--- src/core/osc_sel_pkg.sv ---
package osc_sel_pkg;

  // Register map and bus timing
  localparam int CLK_HZ = 10_000_000;
  localparam int ADDR_W = 8;
  localparam logic [7:0] CTRL_OFFSET = 8'h00;
  localparam logic [7:0] STAT_OFFSET = 8'h04;
  localparam logic [2:0] INTERNAL_FREQ_SELECT_RESET = 3'h6;
  localparam logic [2:0] INTERNAL_FREQ_SELECT_SLOW = 3'h0;
  localparam logic [2:0] INTERNAL_FREQ_SELECT_TOP = 3'h7;
  localparam logic [2:0] INTERNAL_FREQ_SELECT_ONE = 3'h1;

  // Status register bit positions
  localparam int STAT_FAIL_BIT = 0;
  localparam int STAT_HOLD_BIT = 1;
  localparam int STAT_OST_BIT = 2;

  // Counts and times
  localparam int POST_W = 6;
  localparam int OST_W = 11;
  localparam logic [10:0] OST_COUNT = 11'h400;
  localparam int WARMUP_NS = 1000;
  localparam int WARMUP_CYC = (WARMUP_NS * (CLK_HZ / 1_000_000) + 999) / 1000;
  localparam int FAIL_NS = 100_000;
  localparam int FAIL_CYC = FAIL_NS * (CLK_HZ / 1_000_000) / 1000;
  localparam int CNT_W = 12;

  // Clock source modes from the non-volatile configuration
  typedef enum logic [2:0] {
    MODE_LP = 3'b000,
    MODE_XT = 3'b001,
    MODE_HS = 3'b010,
    MODE_EC = 3'b011,
    MODE_INT_IO = 3'b100,
    MODE_INT_OUT = 3'b101,
    MODE_RC_IO = 3'b110,
    MODE_RC = 3'b111
  } osc_mode_type;

  // Crystal amplifier gain
  typedef enum logic [1:0] {
    GAIN_OFF = 2'b00,
    GAIN_LOW = 2'b01,
    GAIN_MED = 2'b10,
    GAIN_HIGH = 2'b11
  } gain_type;

  // Handover sequencer states
  typedef enum logic [1:0] {
    SW_IDLE = 2'b00,
    SW_WAIT_LOW = 2'b01,
    SW_HOLD = 2'b10
  } sw_state_type;

  // Configuration word fields
  typedef struct packed {
    osc_mode_type mode;
    logic two_speed;
    logic failsafe;
  } cfg_type;

  // Control register layout
  typedef struct packed {
    logic unused;
    logic [2:0] internal_freq_select;
    logic startup_timeout_status;
    logic fast_osc_stable;
    logic slow_osc_stable;
    logic system_clock_select;
  } osc_ctrl_type;

endpackage : osc_sel_pkg

--- src/core/osc_clock_select.sv ---
`timescale 1ns/1ps
`default_nettype none

module osc_clock_select
  import osc_sel_pkg::*;
#(
  parameter int FAIL_CYCLES = FAIL_CYC
) (
  input wire logic pclk,
  input wire logic presetn,
  input wire logic psel,
  input wire logic penable,
  input wire logic pwrite,
  input wire logic [ADDR_W-1:0] paddr,
  input wire logic [31:0] pwdata,
  output logic [31:0] prdata,
  output logic pready,
  output logic pslverr,
  input wire cfg_type config_word_one,
  input wire logic osc_pin_in,
  input wire logic fast_osc_in,
  input wire logic fast_osc_ready,
  input wire logic slow_osc_in,
  input wire logic slow_osc_ready,
  input wire logic power_up_done,
  input wire logic sleep_req,
  output logic sys_clk,
  output logic divided_clock_output,
  output logic osc_in_gpio,
  output logic osc_out_gpio,
  output gain_type amp_gain,
  output logic cpu_hold,
  output logic clock_fail
);

  logic [2:0] internal_freq_select_r;
  logic scs_r;
  logic startup_timeout_status_r;
  logic hts_r;
  logic lts_r;
  logic cur_int_r;
  logic [2:0] cur_internal_freq_select_r;
  logic pend_int_r;
  logic [2:0] pend_internal_freq_select_r;
  logic [POST_W-1:0] post_cnt_r;
  logic fast_prev_r;
  logic ext_prev_r;
  logic sleep_prev_r;
  logic [OST_W-1:0] ost_cnt_r;
  logic ost_done_r;
  logic [CNT_W-1:0] warm_cnt_r;
  logic warm_done_r;
  logic [CNT_W-1:0] fail_cnt_r;
  logic clock_fail_r;
  logic cpu_hold_r;
  logic sys_clk_r;
  logic sys_prev_r;
  logic [1:0] div_cnt_r;
  logic div_clk_r;
  logic osc_in_gpio_r;
  logic osc_out_gpio_r;
  gain_type amp_gain_r;
  logic pready_r;
  logic pslverr_r;
  logic [31:0] prdata_r;

  logic crystal;
  logic int_mode;
  logic want_int;
  logic tgt_ready;
  logic sw_req;
  logic sw_busy;
  logic sw_hold;
  logic sw_swap;
  logic cur_lvl;
  logic new_lvl;
  logic ext_rise;
  logic wake;
  logic apb_write;
  logic clk_out_mode;
  osc_ctrl_type ctrl_view;

  // Level of the internal clock for a given frequency select
  function automatic logic int_level(input logic [2:0] sel, input logic [POST_W-1:0] cnt,
                                     input logic fast, input logic slow);
    logic [2:0] idx;
    idx = 3'(INTERNAL_FREQ_SELECT_TOP - sel - INTERNAL_FREQ_SELECT_ONE);
    if (sel == INTERNAL_FREQ_SELECT_SLOW) int_level = slow;
    else if (sel == INTERNAL_FREQ_SELECT_TOP) int_level = fast;
    else int_level = cnt[idx];
  endfunction : int_level

  // Mode decode from the configuration word
  assign crystal = (config_word_one.mode == MODE_LP) || (config_word_one.mode == MODE_XT) ||
                   (config_word_one.mode == MODE_HS);
  assign int_mode = (config_word_one.mode == MODE_INT_IO) || (config_word_one.mode == MODE_INT_OUT);
  assign ext_rise = osc_pin_in && !ext_prev_r;
  assign wake = sleep_prev_r && !sleep_req;
  // Only these modes put the divided clock on the second pin
  assign clk_out_mode = (config_word_one.mode == MODE_RC) || (config_word_one.mode == MODE_INT_OUT);

  // Target source: software select, fail-safe fallback, or start-up on internal
  assign want_int = scs_r || clock_fail_r || int_mode || (crystal && !ost_done_r);
  assign tgt_ready = want_int ? ((internal_freq_select_r == INTERNAL_FREQ_SELECT_SLOW) ? slow_osc_ready : fast_osc_ready) : ost_done_r;
  assign sw_req = tgt_ready && ((want_int != cur_int_r) || (want_int && (internal_freq_select_r != cur_internal_freq_select_r)));
  // A failed outside clock may have stopped high, so it counts as low for the handover
  assign cur_lvl = cur_int_r ? int_level(cur_internal_freq_select_r, post_cnt_r, fast_osc_in, slow_osc_in) :
                   (osc_pin_in && !clock_fail_r);
  assign new_lvl = pend_int_r ? int_level(pend_internal_freq_select_r, post_cnt_r, fast_osc_in, slow_osc_in) : osc_pin_in;

  clock_handover u_handover (
    .pclk(pclk),
    .presetn(presetn),
    .req(sw_req),
    .cur_lvl(cur_lvl),
    .new_lvl(new_lvl),
    .busy(sw_busy),
    .hold(sw_hold),
    .swap(sw_swap)
  );

  // Fast oscillator postscaler, counts its rising edges
  always_ff @(posedge pclk or negedge presetn) begin
    if (!presetn) begin
      post_cnt_r <= '0;
      fast_prev_r <= 1'b0;
      ext_prev_r <= 1'b0;
      sleep_prev_r <= 1'b0;
    end else begin
      fast_prev_r <= fast_osc_in;
      ext_prev_r <= osc_pin_in;
      sleep_prev_r <= sleep_req;
      if (fast_osc_in && !fast_prev_r) post_cnt_r <= post_cnt_r + 1'b1;
    end
  end

  // Connected source bookkeeping, latched at request and swapped on join
  always_ff @(posedge pclk or negedge presetn) begin
    if (!presetn) begin
      cur_int_r <= 1'b1;
      cur_internal_freq_select_r <= INTERNAL_FREQ_SELECT_RESET;
      pend_int_r <= 1'b1;
      pend_internal_freq_select_r <= INTERNAL_FREQ_SELECT_RESET;
    end else begin
      if (!sw_busy && sw_req) begin
        pend_int_r <= want_int;
        pend_internal_freq_select_r <= internal_freq_select_r;
      end
      if (sw_swap) begin
        cur_int_r <= pend_int_r;
        cur_internal_freq_select_r <= pend_internal_freq_select_r;
      end
    end
  end

  // System clock: parked low during handover, else follows the connected source
  always_ff @(posedge pclk or negedge presetn) begin
    if (!presetn) begin
      sys_clk_r <= 1'b0;
    end else begin
      sys_clk_r <= !sw_hold && cur_lvl;
    end
  end

  // Start-up oscillation counter for crystal modes
  always_ff @(posedge pclk or negedge presetn) begin
    if (!presetn) begin
      ost_cnt_r <= '0;
      ost_done_r <= 1'b0;
    end else if (!crystal) begin
      ost_cnt_r <= '0;
      ost_done_r <= 1'b1;
    end else if (wake || sleep_req || !power_up_done) begin
      ost_cnt_r <= '0;
      ost_done_r <= 1'b0;
    end else if (!ost_done_r && ext_rise) begin
      ost_cnt_r <= ost_cnt_r + 1'b1;
      if (ost_cnt_r == OST_COUNT - 1'b1) ost_done_r <= 1'b1;
    end
  end

  // Warm-up delay when starting on an internal oscillator
  always_ff @(posedge pclk or negedge presetn) begin
    if (!presetn) begin
      warm_cnt_r <= '0;
      warm_done_r <= 1'b0;
    end else if (wake || sleep_req || !power_up_done) begin
      warm_cnt_r <= '0;
      warm_done_r <= 1'b0;
    end else if (!warm_done_r) begin
      if (!want_int) begin
        warm_done_r <= 1'b1;
      end else if (tgt_ready) begin
        warm_cnt_r <= warm_cnt_r + 1'b1;
        if (warm_cnt_r == CNT_W'(WARMUP_CYC - 1)) warm_done_r <= 1'b1;
      end
    end
  end

  // Execution hold while sleeping, warming or, without two-speed start-up, counting oscillations
  always_ff @(posedge pclk or negedge presetn) begin
    if (!presetn) begin
      cpu_hold_r <= 1'b1;
    end else begin
      cpu_hold_r <= sleep_req || !power_up_done || !warm_done_r ||
                    (crystal && !config_word_one.two_speed && !ost_done_r);
    end
  end

  // Fail-safe monitor on external sources, counts cycles without an input edge
  always_ff @(posedge pclk or negedge presetn) begin
    if (!presetn) begin
      fail_cnt_r <= '0;
      clock_fail_r <= 1'b0;
    end else if (!config_word_one.failsafe || int_mode || !ost_done_r || sleep_req ||
                 (osc_pin_in != ext_prev_r)) begin
      fail_cnt_r <= '0;
    end else if (!clock_fail_r) begin
      fail_cnt_r <= fail_cnt_r + 1'b1;
      if (fail_cnt_r == CNT_W'(FAIL_CYCLES - 1)) clock_fail_r <= 1'b1;
    end
  end

  // Status bits track the connected source; the slow stable bit is also set while fail-safe is enabled
  always_ff @(posedge pclk or negedge presetn) begin
    if (!presetn) begin
      startup_timeout_status_r <= 1'b0;
      hts_r <= 1'b0;
      lts_r <= 1'b0;
    end else begin
      startup_timeout_status_r <= !cur_int_r;
      hts_r <= fast_osc_ready && cur_int_r && (cur_internal_freq_select_r != INTERNAL_FREQ_SELECT_SLOW);
      lts_r <= slow_osc_ready && ((cur_int_r && (cur_internal_freq_select_r == INTERNAL_FREQ_SELECT_SLOW)) ||
               config_word_one.failsafe);
    end
  end

  // Fosc/4 on the output pin, toggled every second system clock rise
  always_ff @(posedge pclk or negedge presetn) begin
    if (!presetn) begin
      sys_prev_r <= 1'b0;
      div_cnt_r <= '0;
      div_clk_r <= 1'b0;
    end else begin
      sys_prev_r <= sys_clk_r;
      if (!clk_out_mode) begin
        div_clk_r <= 1'b0;
      end else if (sys_clk_r && !sys_prev_r) begin
        div_cnt_r <= div_cnt_r + 1'b1;
        if (div_cnt_r[0]) div_clk_r <= !div_clk_r;
      end
    end
  end

  // Pin roles and amplifier gain from the mode
  always_ff @(posedge pclk or negedge presetn) begin
    if (!presetn) begin
      osc_in_gpio_r <= 1'b0;
      osc_out_gpio_r <= 1'b0;
      amp_gain_r <= GAIN_OFF;
    end else begin
      osc_in_gpio_r <= int_mode;
      osc_out_gpio_r <= (config_word_one.mode == MODE_EC) || (config_word_one.mode == MODE_RC_IO) ||
                        (config_word_one.mode == MODE_INT_IO);
      case (config_word_one.mode)
        MODE_LP: amp_gain_r <= GAIN_LOW;
        MODE_XT: amp_gain_r <= GAIN_MED;
        MODE_HS: amp_gain_r <= GAIN_HIGH;
        default: amp_gain_r <= GAIN_OFF;
      endcase
    end
  end

  // Control register read view
  always_comb begin
    ctrl_view = '0;
    ctrl_view.internal_freq_select = internal_freq_select_r;
    ctrl_view.startup_timeout_status = startup_timeout_status_r;
    ctrl_view.fast_osc_stable = hts_r;
    ctrl_view.slow_osc_stable = lts_r;
    ctrl_view.system_clock_select = scs_r;
  end

  assign apb_write = psel && penable && pready_r && pwrite;

  // Writable control fields
  always_ff @(posedge pclk or negedge presetn) begin
    if (!presetn) begin
      internal_freq_select_r <= INTERNAL_FREQ_SELECT_RESET;
      scs_r <= 1'b0;
    end else if (apb_write && (paddr == CTRL_OFFSET)) begin
      internal_freq_select_r <= pwdata[$bits(ctrl_view) - 2 -: 3];
      scs_r <= pwdata[0];
    end
  end

  // APB slave: one wait-free access phase, answer prepared in setup
  always_ff @(posedge pclk or negedge presetn) begin
    if (!presetn) begin
      pready_r <= 1'b0;
      pslverr_r <= 1'b0;
      prdata_r <= '0;
    end else if (psel && !penable && !pready_r) begin
      pready_r <= 1'b1;
      pslverr_r <= (paddr != CTRL_OFFSET) && (paddr != STAT_OFFSET);
      prdata_r <= '0;
      if (!pwrite && (paddr == CTRL_OFFSET)) prdata_r <= {24'h000000, ctrl_view};
      if (!pwrite && (paddr == STAT_OFFSET)) begin
        prdata_r[STAT_FAIL_BIT] <= clock_fail_r;
        prdata_r[STAT_HOLD_BIT] <= cpu_hold_r;
        prdata_r[STAT_OST_BIT] <= ost_done_r;
      end
    end else begin
      pready_r <= 1'b0;
      pslverr_r <= 1'b0;
    end
  end

  assign prdata = prdata_r;
  assign pready = pready_r;
  assign pslverr = pslverr_r;
  assign sys_clk = sys_clk_r;
  assign divided_clock_output = div_clk_r;
  assign osc_in_gpio = osc_in_gpio_r;
  assign osc_out_gpio = osc_out_gpio_r;
  assign amp_gain = amp_gain_r;
  assign cpu_hold = cpu_hold_r;
  assign clock_fail = clock_fail_r;

  a_ost_full_count: assert property (@(posedge pclk) disable iff (!presetn)
    $rose(ost_done_r) && crystal |-> $past(ost_cnt_r) == OST_COUNT - 1'b1)
    else $error("start-up counter finished early");

  a_hold_during_ost: assert property (@(posedge pclk) disable iff (!presetn)
    crystal && !config_word_one.two_speed && !ost_done_r |=> cpu_hold_r)
    else $error("execution released while counting");

  a_ec_skips_ost: assert property (@(posedge pclk) disable iff (!presetn)
    config_word_one.mode == MODE_EC |=> ost_done_r && osc_out_gpio_r)
    else $error("external clock mode still waits or holds pin");

  a_startup_timeout_status_internal: assert property (@(posedge pclk) disable iff (!presetn)
    cur_int_r && $past(cur_int_r) |-> !startup_timeout_status_r)
    else $error("start-up status set while on internal oscillator");

  a_fail_fallback: assert property (@(posedge pclk) disable iff (!presetn)
    $rose(clock_fail_r) && tgt_ready |-> ##[1:1000] cur_int_r)
    else $error("no fallback to internal after clock failure");

  a_gain_mode: assert property (@(posedge pclk) disable iff (!presetn)
    config_word_one.mode == MODE_LP ##1 config_word_one.mode == MODE_LP |-> amp_gain_r == GAIN_LOW)
    else $error("low-power crystal mode without low gain");

  a_ctrl_write: assert property (@(posedge pclk) disable iff (!presetn)
    apb_write && paddr == CTRL_OFFSET |=> internal_freq_select_r == $past(pwdata[6:4]) && scs_r == $past(pwdata[0]))
    else $error("control write not stored");

  a_fast_stable: assert property (@(posedge pclk) disable iff (!presetn)
    hts_r |-> $past(fast_osc_ready) && $past(cur_internal_freq_select_r) != INTERNAL_FREQ_SELECT_SLOW)
    else $error("fast stable bit without stable oscillator");

  a_slow_stable: assert property (@(posedge pclk) disable iff (!presetn)
    lts_r |-> $past(slow_osc_ready))
    else $error("slow stable bit without stable oscillator");

  a_park_low: assert property (@(posedge pclk) disable iff (!presetn)
    sw_hold |=> !sys_clk_r)
    else $error("system clock high while parked");

endmodule : osc_clock_select

`default_nettype wire

--- src/core/clock_handover.sv ---
`timescale 1ns/1ps
`default_nettype none

module clock_handover
  import osc_sel_pkg::*;
(
  input wire logic pclk,
  input wire logic presetn,
  input wire logic req,
  input wire logic cur_lvl,
  input wire logic new_lvl,
  output logic busy,
  output logic hold,
  output logic swap
);

  sw_state_type state_r;
  logic new_prev_r;

  // Previous level of the incoming clock for edge detection
  always_ff @(posedge pclk or negedge presetn) begin
    if (!presetn) begin
      new_prev_r <= 1'b0;
    end else begin
      new_prev_r <= new_lvl;
    end
  end

  // Wait for low on the old clock, park low, join on rising edge of the new
  always_ff @(posedge pclk or negedge presetn) begin
    if (!presetn) begin
      state_r <= SW_IDLE;
    end else begin
      case (state_r)
        SW_IDLE: if (req) state_r <= SW_WAIT_LOW;
        SW_WAIT_LOW: if (!cur_lvl) state_r <= SW_HOLD;
        SW_HOLD: if (new_lvl && !new_prev_r) state_r <= SW_IDLE;
        default: state_r <= SW_IDLE;
      endcase
    end
  end

  assign busy = (state_r != SW_IDLE);
  assign hold = (state_r == SW_HOLD);
  assign swap = hold && new_lvl && !new_prev_r;

  a_swap_on_rise: assert property (@(posedge pclk) disable iff (!presetn)
    swap |-> hold && new_lvl && !$past(new_lvl))
    else $error("handover joined new clock without a rising edge");

  a_hold_after_low: assert property (@(posedge pclk) disable iff (!presetn)
    $rose(hold) |-> !$past(cur_lvl))
    else $error("output parked before old clock was low");

endmodule : clock_handover

`default_nettype wire

--- config.mk ---
export PLATFORM = sky130hd
export DESIGN_NAME = osc_clock_select
export DESIGN_NICKNAME = d
export VERILOG_FILES = /design/src/core/osc_sel_pkg.sv /design/src/core/osc_clock_select.sv /design/src/core/clock_handover.sv
export SDC_FILE = /design/constraint.sdc
export NUM_CORES = 1
export LEC_CHECK = 0
export BUFFER_PORTS_ARGS = -buffer_cell sky130_fd_sc_hd__buf_4
export CORE_MARGIN = 2
export CORE_UTILIZATION = 25
export CTS_BUF_LIST = sky130_fd_sc_hd__clkbuf_8 sky130_fd_sc_hd__clkbuf_16
export CTS_CLUSTER_SIZE = 25
export DETAILED_ROUTE_END_ITERATION = 12
export SETUP_SLACK_MARGIN = 0.5
export SYNTH_ARGS = -nofsm -noshare
export SYNTH_HDL_FRONTEND = slang
export SYNTH_SLANG_ARGS = --single-unit
--- constraint.sdc ---
create_clock -name pclk -period 2.3 [get_ports pclk]
set_input_delay 0.115 -clock pclk [delete_from_list [all_inputs] [get_ports pclk]]
set_output_delay 0.115 -clock pclk [all_outputs]
set_load 0.05 [all_outputs]
# ---- Yosys cells after proc, flatten, opt, wreduce, memory -nomap -nowiden
# Cells that the tools add are included.
dict set report word_totals {
  register_bits 109
  latchBits 0
  ramBits 0
  rom_bits 0
  inputBits 57
  output_inout_bits 42
  wordCells 198
  memories 0
}
dict set report op_classes {
  add_sub_neg 9
  mul 0
  div_mod_pow 0
  n_lt_le_gt_ge 2
  n_eq_ne 28
  n_shift 0
  mux 44
  bitwise_logic 0
  reduce_logical 83
}
# operator n
set op_table {}
lappend op_table {{2-to-1 mux 12 bit} 6}
lappend op_table {{2-to-1 mux 11 bit} 3}
lappend op_table {{logical AND 1 bit} 29}
lappend op_table {{2-to-1 mux 1 bit} 26}
lappend op_table {{adder 12 x 1 -> 12 bit, second input constant} 2}
lappend op_table {{logical OR 1 bit} 20}
lappend op_table {{equality test 3 bit, second input constant} 6}
lappend op_table {{logical NOT 1 bit} 18}
lappend op_table {{equality test 12 x 10 -> 1 bit, second input constant} 1}
lappend op_table {{equality test 12 x 4 -> 1 bit, second input constant} 1}
lappend op_table {{logical NOT 3 bit} 4}
lappend op_table {{one-hot mux 2 bit (3 select lines)} 2}
lappend op_table {{adder 11 x 1 -> 11 bit, second input constant} 1}
lappend op_table {{equality test 11 x 10 -> 1 bit, second input constant} 1}
lappend op_table {{equality test 8 x 3 -> 1 bit, second input constant} 1}
lappend op_table {{logical NOT 8 bit} 1}
lappend op_table {{< comparator 3 x 4 -> 1 bit, second input constant} 2}
lappend op_table {{inequality test 2 x 1 -> 1 bit, second input constant} 4}
lappend op_table {{inequality test 8 x 3 -> 1 bit, second input constant} 1}
lappend op_table {{nonzero test 8 bit} 1}
lappend op_table {{2-to-1 mux 7 bit} 1}
lappend op_table {{adder 6 x 1 -> 6 bit, second input constant} 1}
lappend op_table {{binary-select mux 1 bit (select 3 bit)} 2}
lappend op_table {{equality test 3 x 2 -> 1 bit, second input constant} 2}
lappend op_table {{other kinds (17)} 30}

# ---- Depth between registers and ports, before layout
# Gate-level depths: netlist of the first run.
dict set report logic_depth {
  word_depth 10
  mapped_depth 8
  ltp_nobuf 7
}

# ---- Hierarchy
# Synthesis of the first run repeated with hierarchy kept, for this count alone.
dict set report hier_totals {
  hier_cells 428
  hier_area_um2 4421.7
}
# module n_inst cells_per_inst area_per_inst_um2 seq_area_each_um2
set by_module_without_submodules {}
lappend by_module_without_submodules {osc_clock_select 1 417 4284.1 2013.2}
lappend by_module_without_submodules {clock_handover 1 11 137.6 75.1}

# ---- Worst setup path before layout of the first run
# Ideal clock, no wire load.
dict set report synth_timing {
  kind {flip-flop to flip-flop}
  from {register pend_internal_freq_select_r[1]}
  to {register cur_internal_freq_select_r[2]}
  setup_ns 0.082
  arrival_ns 2.047
  required_time_ns 2.218
  path_slack_ns 0.171
  stages_incl_launch_ff 8
  n_path_buf 0
  period_less_slack_ns 2.129
  path_cell_list {dfstp_2 > inv_1 > ha_1 > mux4_1 > nor2b_1 > o2111a_1 > a2111o_1 > mux2_2}
}
dict set report synth_via {
  elab_chain_cells 9
  word_cells_on_any_way 11
  cone_classes {2 x add/sub; 1 x eq/ne; 5 x mux; 3 x reduce/logical}
}
# element line_no
set synth_rtl {}
lappend synth_rtl {{from (decl)} osc_clock_select.sv:44} ;# logic [2:0] pend_internal_freq_select_r;
lappend synth_rtl {{from (signal assigned)} osc_clock_select.sv:147} ;# pend_internal_freq_select_r <= internal_freq_select_r;
lappend synth_rtl {{subtractor 3 bit} osc_clock_select.sv:87} ;# idx = 3'(INTERNAL_FREQ_SELECT_TOP - sel - INTERNAL_FREQ_SELECT_ONE);
lappend synth_rtl {{subtractor 3 x 1 -> 3 bit} osc_clock_select.sv:87}
lappend synth_rtl {{binary-select mux 1 bit (select 3 bit)} osc_clock_select.sv:90} ;# else int_level = cnt[idx];
lappend synth_rtl {{2-to-1 mux 1 bit (not written as such)} osc_clock_select.sv:90}
lappend synth_rtl {{2-to-1 mux 1 bit} osc_clock_select.sv:89} ;# else if (sel == INTERNAL_FREQ_SELECT_TOP) int_level = fast;
lappend synth_rtl {{2-to-1 mux 1 bit *} osc_clock_select.sv:88} ;# if (sel == INTERNAL_FREQ_SELECT_SLOW) int_level = slow;
lappend synth_rtl {{2-to-1 mux 1 bit *} osc_clock_select.sv:109} ;# assign new_lvl = pend_int_r ? int_level(pend_internal_freq_select_r, post_cnt_r, fast_osc_in, slow_osc_in) : o ...
lappend synth_rtl {{logical AND 1 bit * (2 in series)} clock_handover.sv:45} ;# assign swap = hold && new_lvl && !new_prev_r;
lappend synth_rtl {{to (signal assigned)} osc_clock_select.sv:151} ;# cur_internal_freq_select_r <= pend_internal_freq_select_r;
lappend synth_rtl {{to (decl)} osc_clock_select.sv:42} ;# logic [2:0] cur_internal_freq_select_r;
# Mark *: on every way between the ends. The rest lies on a longest branch, timed or not. The select of a mux whose other input is x is not followed.
# A chain may end at the register's enable or synchronous reset.

# ---- Worst setup path after layout of the first run
# Ends and elaborated chain as after synthesis.

==> flow_summary.yaml, run 1 <==
setup_path:
  worst_ep_required_time_ps: 2570
  worst_setup_path_end_kind: "flop"
  rr_worst_depth: 7
  r2r_setup_slack_ps: 250
  crit_fanout: 4
  reg2reg_from: "pend_internal_freq_select_r[1]$_DFFE_PN1P_"
  cp.arrival_ps: 2320
  cp-start-kind: "flop"
  r2r-end: "cur_internal_freq_select_r[2]$_DFFE_PN1P_"
  worstSetupPathType: "reg -> reg"
status:
  outcome: "complete, no violations"
synth:
  avgSynthCellArea_um2: 10.45
  async_flop_share_pct: 100.0
  netlist_area_um2: 4252
  synthFlopType: "dfrtp_1"
  ys_ff_latch: 83
  synth.yosys.seq_area_share_pct: 49.12
  yosysWarnings: 0
  synth.distinct_cells: 51
  syn_inst: 407
  synth_edf_count: 0
power:
  ir_worst_vdd_mv: 0.4296
  power_leakage_nw: 2.373
  powerDensity_nw_per_um2: 743.0
final_layout:
  finish.utilization_pct: 33.34
  final_layout_size_suffix_gt1_share_pct: 27.07
  diodes: 0
  area_delta_synth_final_pct: 30.05
  finalNonFillerCells: 704
  final_nets: 548
routing:
  via_per_inst: 4.449
  drc: 0
  vias: 3132
  wl_um: 9364
  antenna_left: 0
  drt_iter0_drc: 180
  drt_pass1_iterations: 5
  wl_per_cell_um: 13.30
floorplan:
  core_um2: 16580
  die_w_um: 134.4
  die_h_um: 134.4
  io_pins: 99
  start_util_pct: 25.64
  die_area_um2: 18070
  placementRows: 47
sta:
  final.setup.tns_ps: 0
  fmax_ghz: 0.4890
  drv_slew: 0
  worst_slew_pin_slew_ps: 684.3
  min_period_over_period_pct: 88.91
  rsz0062_at_grt: "yes"
  min_period_ps: 2045
  report.final.hold_viol_count: 0
  fin_worst_skew_ps: 8.023
  hold_slack_ps: 11.58
  setup_viol: 0
  worst_slack_ps: 255.0
  relSlewSlack_pct: 54.38
min_path:
  min_path_type: "in -> reg"
  whs_path_depth: 2
  holdPathEnd: "internal_freq_select_r[1]$_DFFE_PN1P_"
  hold_path.startpoint: "pwdata[5]"
placed_design:
  gp_congestion: 0.8304
  port_buffers: 45
  preCtsSetupSlack_ps: 171.7
  dp.cells: 665
  dp_hpwl_um: 6426
clock_network:
  clockBufferDepth: 2
  clock-sinks: 83
  cts_inserted_buffers: 9
  ctsRootBufferMaster: "clkbuf_16"
  ctsHtreeMaxLevel: 3
  worstSkewPairLatency_ps: 340
  clkSlewWorstSetupHoldPaths_ps: 60
  cts_tree: "built"
grt:
  grt_pass1_vias: 3139
  grtUsageTotal_pct: 10.73
  grt_pass1_wl_um: 15320
  antenna_found_initial: 0
  grt_start_max_net_pins: 52
  overflow: 0
run:
  drv_cap: 0
==> report_power, final <==
| group | switching [W] | total, W | leakage, nW | internal (W) |
|---|---|---|---|---|
| combinational | 0.000486 | 0.000876 | 1.15 | 0.000389 |
| clock | 0.000618 | 0.00147 | 0.145 | 0.000850 |
| sequential | 0.000151 | 0.00176 | 1.08 | 0.00161 |
==> timing repair <==
action,in CTS,in global routing
setup endpoints to repair,10,29
endpoints found under the hold margin,56,0
buffers inserted,5,7
gates resized for setup,9,31
pin swaps,3,8
hold buffers,10,0
cloned,0,1
==> flip-flops by register name, summed over array words and instances (netlist names), 3 cells and up <==
| register | count |
|---|---|
| fail_cnt_r | 12 |
| internal_freq_select_r | 3 |
| pend_internal_freq_select_r | 3 |
| warm_cnt_r | 12 |
| ost_cnt_r | 11 |
| post_cnt_r | 6 |
| prdata | 7 |
| cur_internal_freq_select_r | 3 |
==> critical path: stages (launching register included) <==
cell,delay (ps)
dfstp_2,560
inv_2,60
ha_4,260
mux4_2,290
nor2b_2,140
o2111a_1,210
a2111o_1,130
mux2_2,330
==> layout by cell type (no fill, tap or decap), types with 3 or more instances in the layout <==
cell           instances
dfrtp_2                4
a22o_1                 4
ha_1                  11
nand2_1               27
xor2_1                19
nand4_1               13
mux2i_1               10
xnor2_1               22
nor3_1                 5
dfrtp_1               70
nand2b_1               6
nor2b_1                8
nor4_4                 5
a21oi_1               11
clkbuf_16             10
and3_1                 5
conb_1                25
nand3_1               10
dlygate4sd3_1         10
buf_4                 59
nand3b_1               5
mux2_2                10
o21ai_0                9
dfstp_2                9
or3_1                  3
inv_1                 13
nor2_1                45
==> through the flow <==
stage	power [W]	instance area (um2)
3_5_place_dp	0.002548	4795
6_report	0.004108	5529
3_3_place_gp	0.002522	4795
4_1_cts	0.004088	5271
5_1_grt	0.004319	5529
2_1_floorplan	0.002345	4370
==> final cells by class <==
class / instances / area (um2)
Fill cell: 1680 / 11050
Multi-Input combinational cell: 298 / 2183
Sequential cell: 83 / 2093
Timing Repair Buffer: 74 / 625.6
Tap cell: 220 / 275.3
Clock buffer: 9 / 225.2
Clock inverter: 7 / 77.57
Inverter: 13 / 48.80
==> how the worst max path moves through the flow <==
stage,end,startpoint,slack [ps],depth (start not counted)
after floorplan,cur_internal_freq_select_r[2]$_DFFE_PN1P_,pend_internal_freq_select_r[1]$_DFFE_PN1P_,290,7
after global placement,cur_internal_freq_select_r[2]$_DFFE_PN1P_,pend_internal_freq_select_r[1]$_DFFE_PN1P_,170,7
after detailed placement,cur_internal_freq_select_r[2]$_DFFE_PN1P_,pend_internal_freq_select_r[1]$_DFFE_PN1P_,170,7
after CTS,cur_internal_freq_select_r[2]$_DFFE_PN1P_,pend_internal_freq_select_r[1]$_DFFE_PN1P_,250,7
after global routing,cur_internal_freq_select_r[2]$_DFFE_PN1P_,pend_internal_freq_select_r[1]$_DFFE_PN1P_,190,7
final,cur_internal_freq_select_r[2]$_DFFE_PN1P_,pend_internal_freq_select_r[1]$_DFFE_PN1P_,250,7
==> cell usage after synthesis (2+ instances only) <==
cell       n  area (um2)
nand2b_1   6       37.54
o31ai_1    2       15.01
nor2b_1    9       56.30
nor4_1     8       50.05
ha_1      12       150.1
clkbuf_1  10       37.54
nor2_1    46       172.7
and4_1     2       17.52
a22o_1     4       35.03
and3_1     5       31.28
buf_2      2       10.01
nand3_1   10       50.05
buf_4     25       187.7
inv_1     13       48.80
a211oi_1   3       22.52
dfrtp_1   74        1852
nor4b_1    2       17.52
a21oi_1   11       55.05
or3_1      4       25.02
nand2_1   27       101.4
dfstp_2    9       236.5
xor2_1    20       175.2
nand4_1   13       81.33
o21ai_0   10       50.05
mux2i_1   11       110.1
nand3b_1   5       37.54
xnor2_1   22       192.7
mux2_2    12       135.1
nor3_1     8       40.04
==> cells by family after synthesis <==
logic type | count (synthesis) | synth area share, %
xor+xnor | 42 | 8.652
fa+ha+maj | 12 | 3.531
buf+inv | 50 | 6.681
compound gates | 46 | 7.681
flops | 83 | 49.12
mux | 24 | 6.386
other cells | 1 | 0.08820
simple gates | 149 | 17.86
==> per-layer routing <==
metal  global-route usage (%)  vias to the layer above  part of all wire, %
met5                        0                        -                    0
met4                    4.327                        0                  1.8
met3                    3.099                       12                  4.0
met2                    17.35                       58                   49
met1                    13.49                     1548                   45
li1                         -                     1514                    -
(Power assumes the default switching activity.)
==> run 2, diff against run 1 <==
--- a/config.mk
+++ b/config.mk
@@ -11,7 +11,6 @@
 export CTS_BUF_LIST = sky130_fd_sc_hd__clkbuf_8 sky130_fd_sc_hd__clkbuf_16
 export CTS_CLUSTER_SIZE = 25
 export DETAILED_ROUTE_END_ITERATION = 12
-export SETUP_SLACK_MARGIN = 0.5
 export SYNTH_ARGS = -nofsm -noshare
 export SYNTH_HDL_FRONTEND = slang
 export SYNTH_SLANG_ARGS = --single-unit
==> flow_summary.yaml, run 2 (synthesis results as in run 1) <==
status:
  outcome: "complete, no violations"
placed_design:
  dp_hpwl_um: 6670
  gp_congestion: 0.7530
  preCtsSetupSlack_ps: 66.90
  port_buffers: 45
routing:
  drt_pass1_iterations: 4
  drt_iter0_drc: 159
  vias: 3056
  met3_length_um: 427
  top_layer: "met4"
  wl_per_cell_um: 13.15
  antenna_left: 0
  wl_um: 9072
  via_per_inst: 4.429
  wl_met2_um: 4339
  drc: 0
  wirelength_met1_um: 4109
grt:
  grt_start_max_net_pins: 49
  antenna_found_initial: 0
  grtUsageTotal_pct: 10.70
  grt_pass1_vias: 3116
  grt_pass1_wl_um: 15160
  overflow: 0
setup_path:
  reg2reg_from: "pend_internal_freq_select_r[1]$_DFFE_PN1P_"
  worstSetupPathType: "reg -> reg"
  crit_start: "pend_internal_freq_select_r[1]$_DFFE_PN1P_"
  worst_ep_required_time_ps: 2570
  cp-start-kind: "flop"
  crit_fanout: 4
  cp.arrival_ps: 2440
  worst_setup_path_end_kind: "flop"
clock_network:
  post-cts-setup-buffer-count: 0
  cts_tree: "built"
  ctsRootBufferMaster: "clkbuf_16"
  worstSkewPairLatency_ps: 350
  clock-sinks: 83
  clockBufferDepth: 2
  cts_inserted_buffers: 9
  clkSlewWorstSetupHoldPaths_ps: 60
  ctsHtreeMaxLevel: 3
sta:
  worst_slew_pin_slew_ps: 625.6
  final.setup.tns_ps: 0
  worst_slack_ps: 138.0
  report.final.hold_viol_count: 0
  rsz0062_at_grt: "no"
  drv_slew: 0
  fin_worst_skew_ps: 7.967
  min_period_ps: 2162
  fmax_ghz: 0.4625
  min_period_over_period_pct: 94.00
  relSlewSlack_pct: 58.11
  setup_viol: 0
floorplan:
  start_util_pct: 25.64
  die_area_um2: 18070
  core_um2: 16580
  die_w_um: 134.4
  die_h_um: 134.4
  io_pins: 99
  placementRows: 47
final_layout:
  largest_registers: "fail_cnt_r: 12 flops, warm_cnt_r: 12 flops, ost_cnt_r: 11 flops"
  area_delta_synth_final_pct: 21.48
  layout_commonest_cell: "dfrtp_1"
  diodes: 0
  final_nets: 534
  final_layout_size_suffix_gt1_share_pct: 19.36
  mostFrequentLayoutCells: "dfrtp_1 (74), buf_4 (49), nor2_1 (46)"
min_path:
  hold_path.startpoint: "config_word_one[4]"
  min_path_type: "in -> reg"
power:
  ir_worst_vdd_mv: 0.3733
  powerDensity_nw_per_um2: 768.6
  power_leakage_nw: 2.276
  p_total_w: 0.003970
run:
  drv_cap: 0
## run 2: metrics by stage
stage / utilization, % / hold slack, ps / cell area, um2 / cells
after floorplan: - / -180.6 / 4342 / 431
after global placement: 28.76 / 168.4 / 4770 / 664
after detailed placement: 28.76 / 179.8 / 4770 / 664
after CTS: 31.13 / 0.8656 / 5162 / 690
after global routing: 31.15 / 15.98 / 5165 / 690
final: 31.15 / 12.84 / 5165 / 690
## run 2: final timing paths
kind,slack [ps],cells past startpoint,to
worst max register to register,140,7,cur_internal_freq_select_r[2]$_DFFE_PN1P_
worst max-delay path,140,7,cur_internal_freq_select_r[2]$_DFFE_PN1P_
min in group asynchronous,330,2,warm_cnt_r[9]$_DFFE_PN0P_
max in group asynchronous,1280,3,pend_int_r$_DFFE_PN1P_
worst min register to register,430,0,sys_prev_r$_DFF_PN0_
worst min-delay path,10,2,amp_gain[0]$_DFF_PN0_
## run 2: area by class of cell
| class | instances | area, um2 |
|---|---|---|
| Multi-Input combinational cell | 298 | 1972 |
| Inverter | 13 | 48.80 |
| Tap cell | 220 | 275.3 |
| Clock buffer | 9 | 225.2 |
| Timing Repair Buffer | 60 | 488.0 |
| Sequential cell | 83 | 2088 |
| Clock inverter | 7 | 67.56 |
| Fill cell | 1727 | 11420 |
## run 2: repair_timing
item	in CTS	in global routing
gates resized for setup	0	1
hold buffers	10	0
hold endpoints to repair	49	0
setup endpoints to repair	0	2
## run 2: critical path, cell delays in order (launching register included)
cell      delay (ps)
dfstp_2          560
inv_1             60
ha_1             290
mux4_1           230
nor2b_2           50
o2111a_1         240
a2111o_1         360
mux2_2           290
## run 2: per-layer routing
layer  track usage (%)  vias up
met4             4.795        0
li1                  -     1474
met1             13.20     1521
met2             17.04       46
met5                 0        -
met3             3.515       15
## run 2: where the power goes
part           total, W  internal (W)  switching (W)  leakage [nW]
clock           0.00144      0.000839       0.000605         0.149
combinational  0.000768      0.000324       0.000444          1.04
sequential      0.00176       0.00161       0.000147          1.08
total           0.00397       0.00277        0.00120          2.28
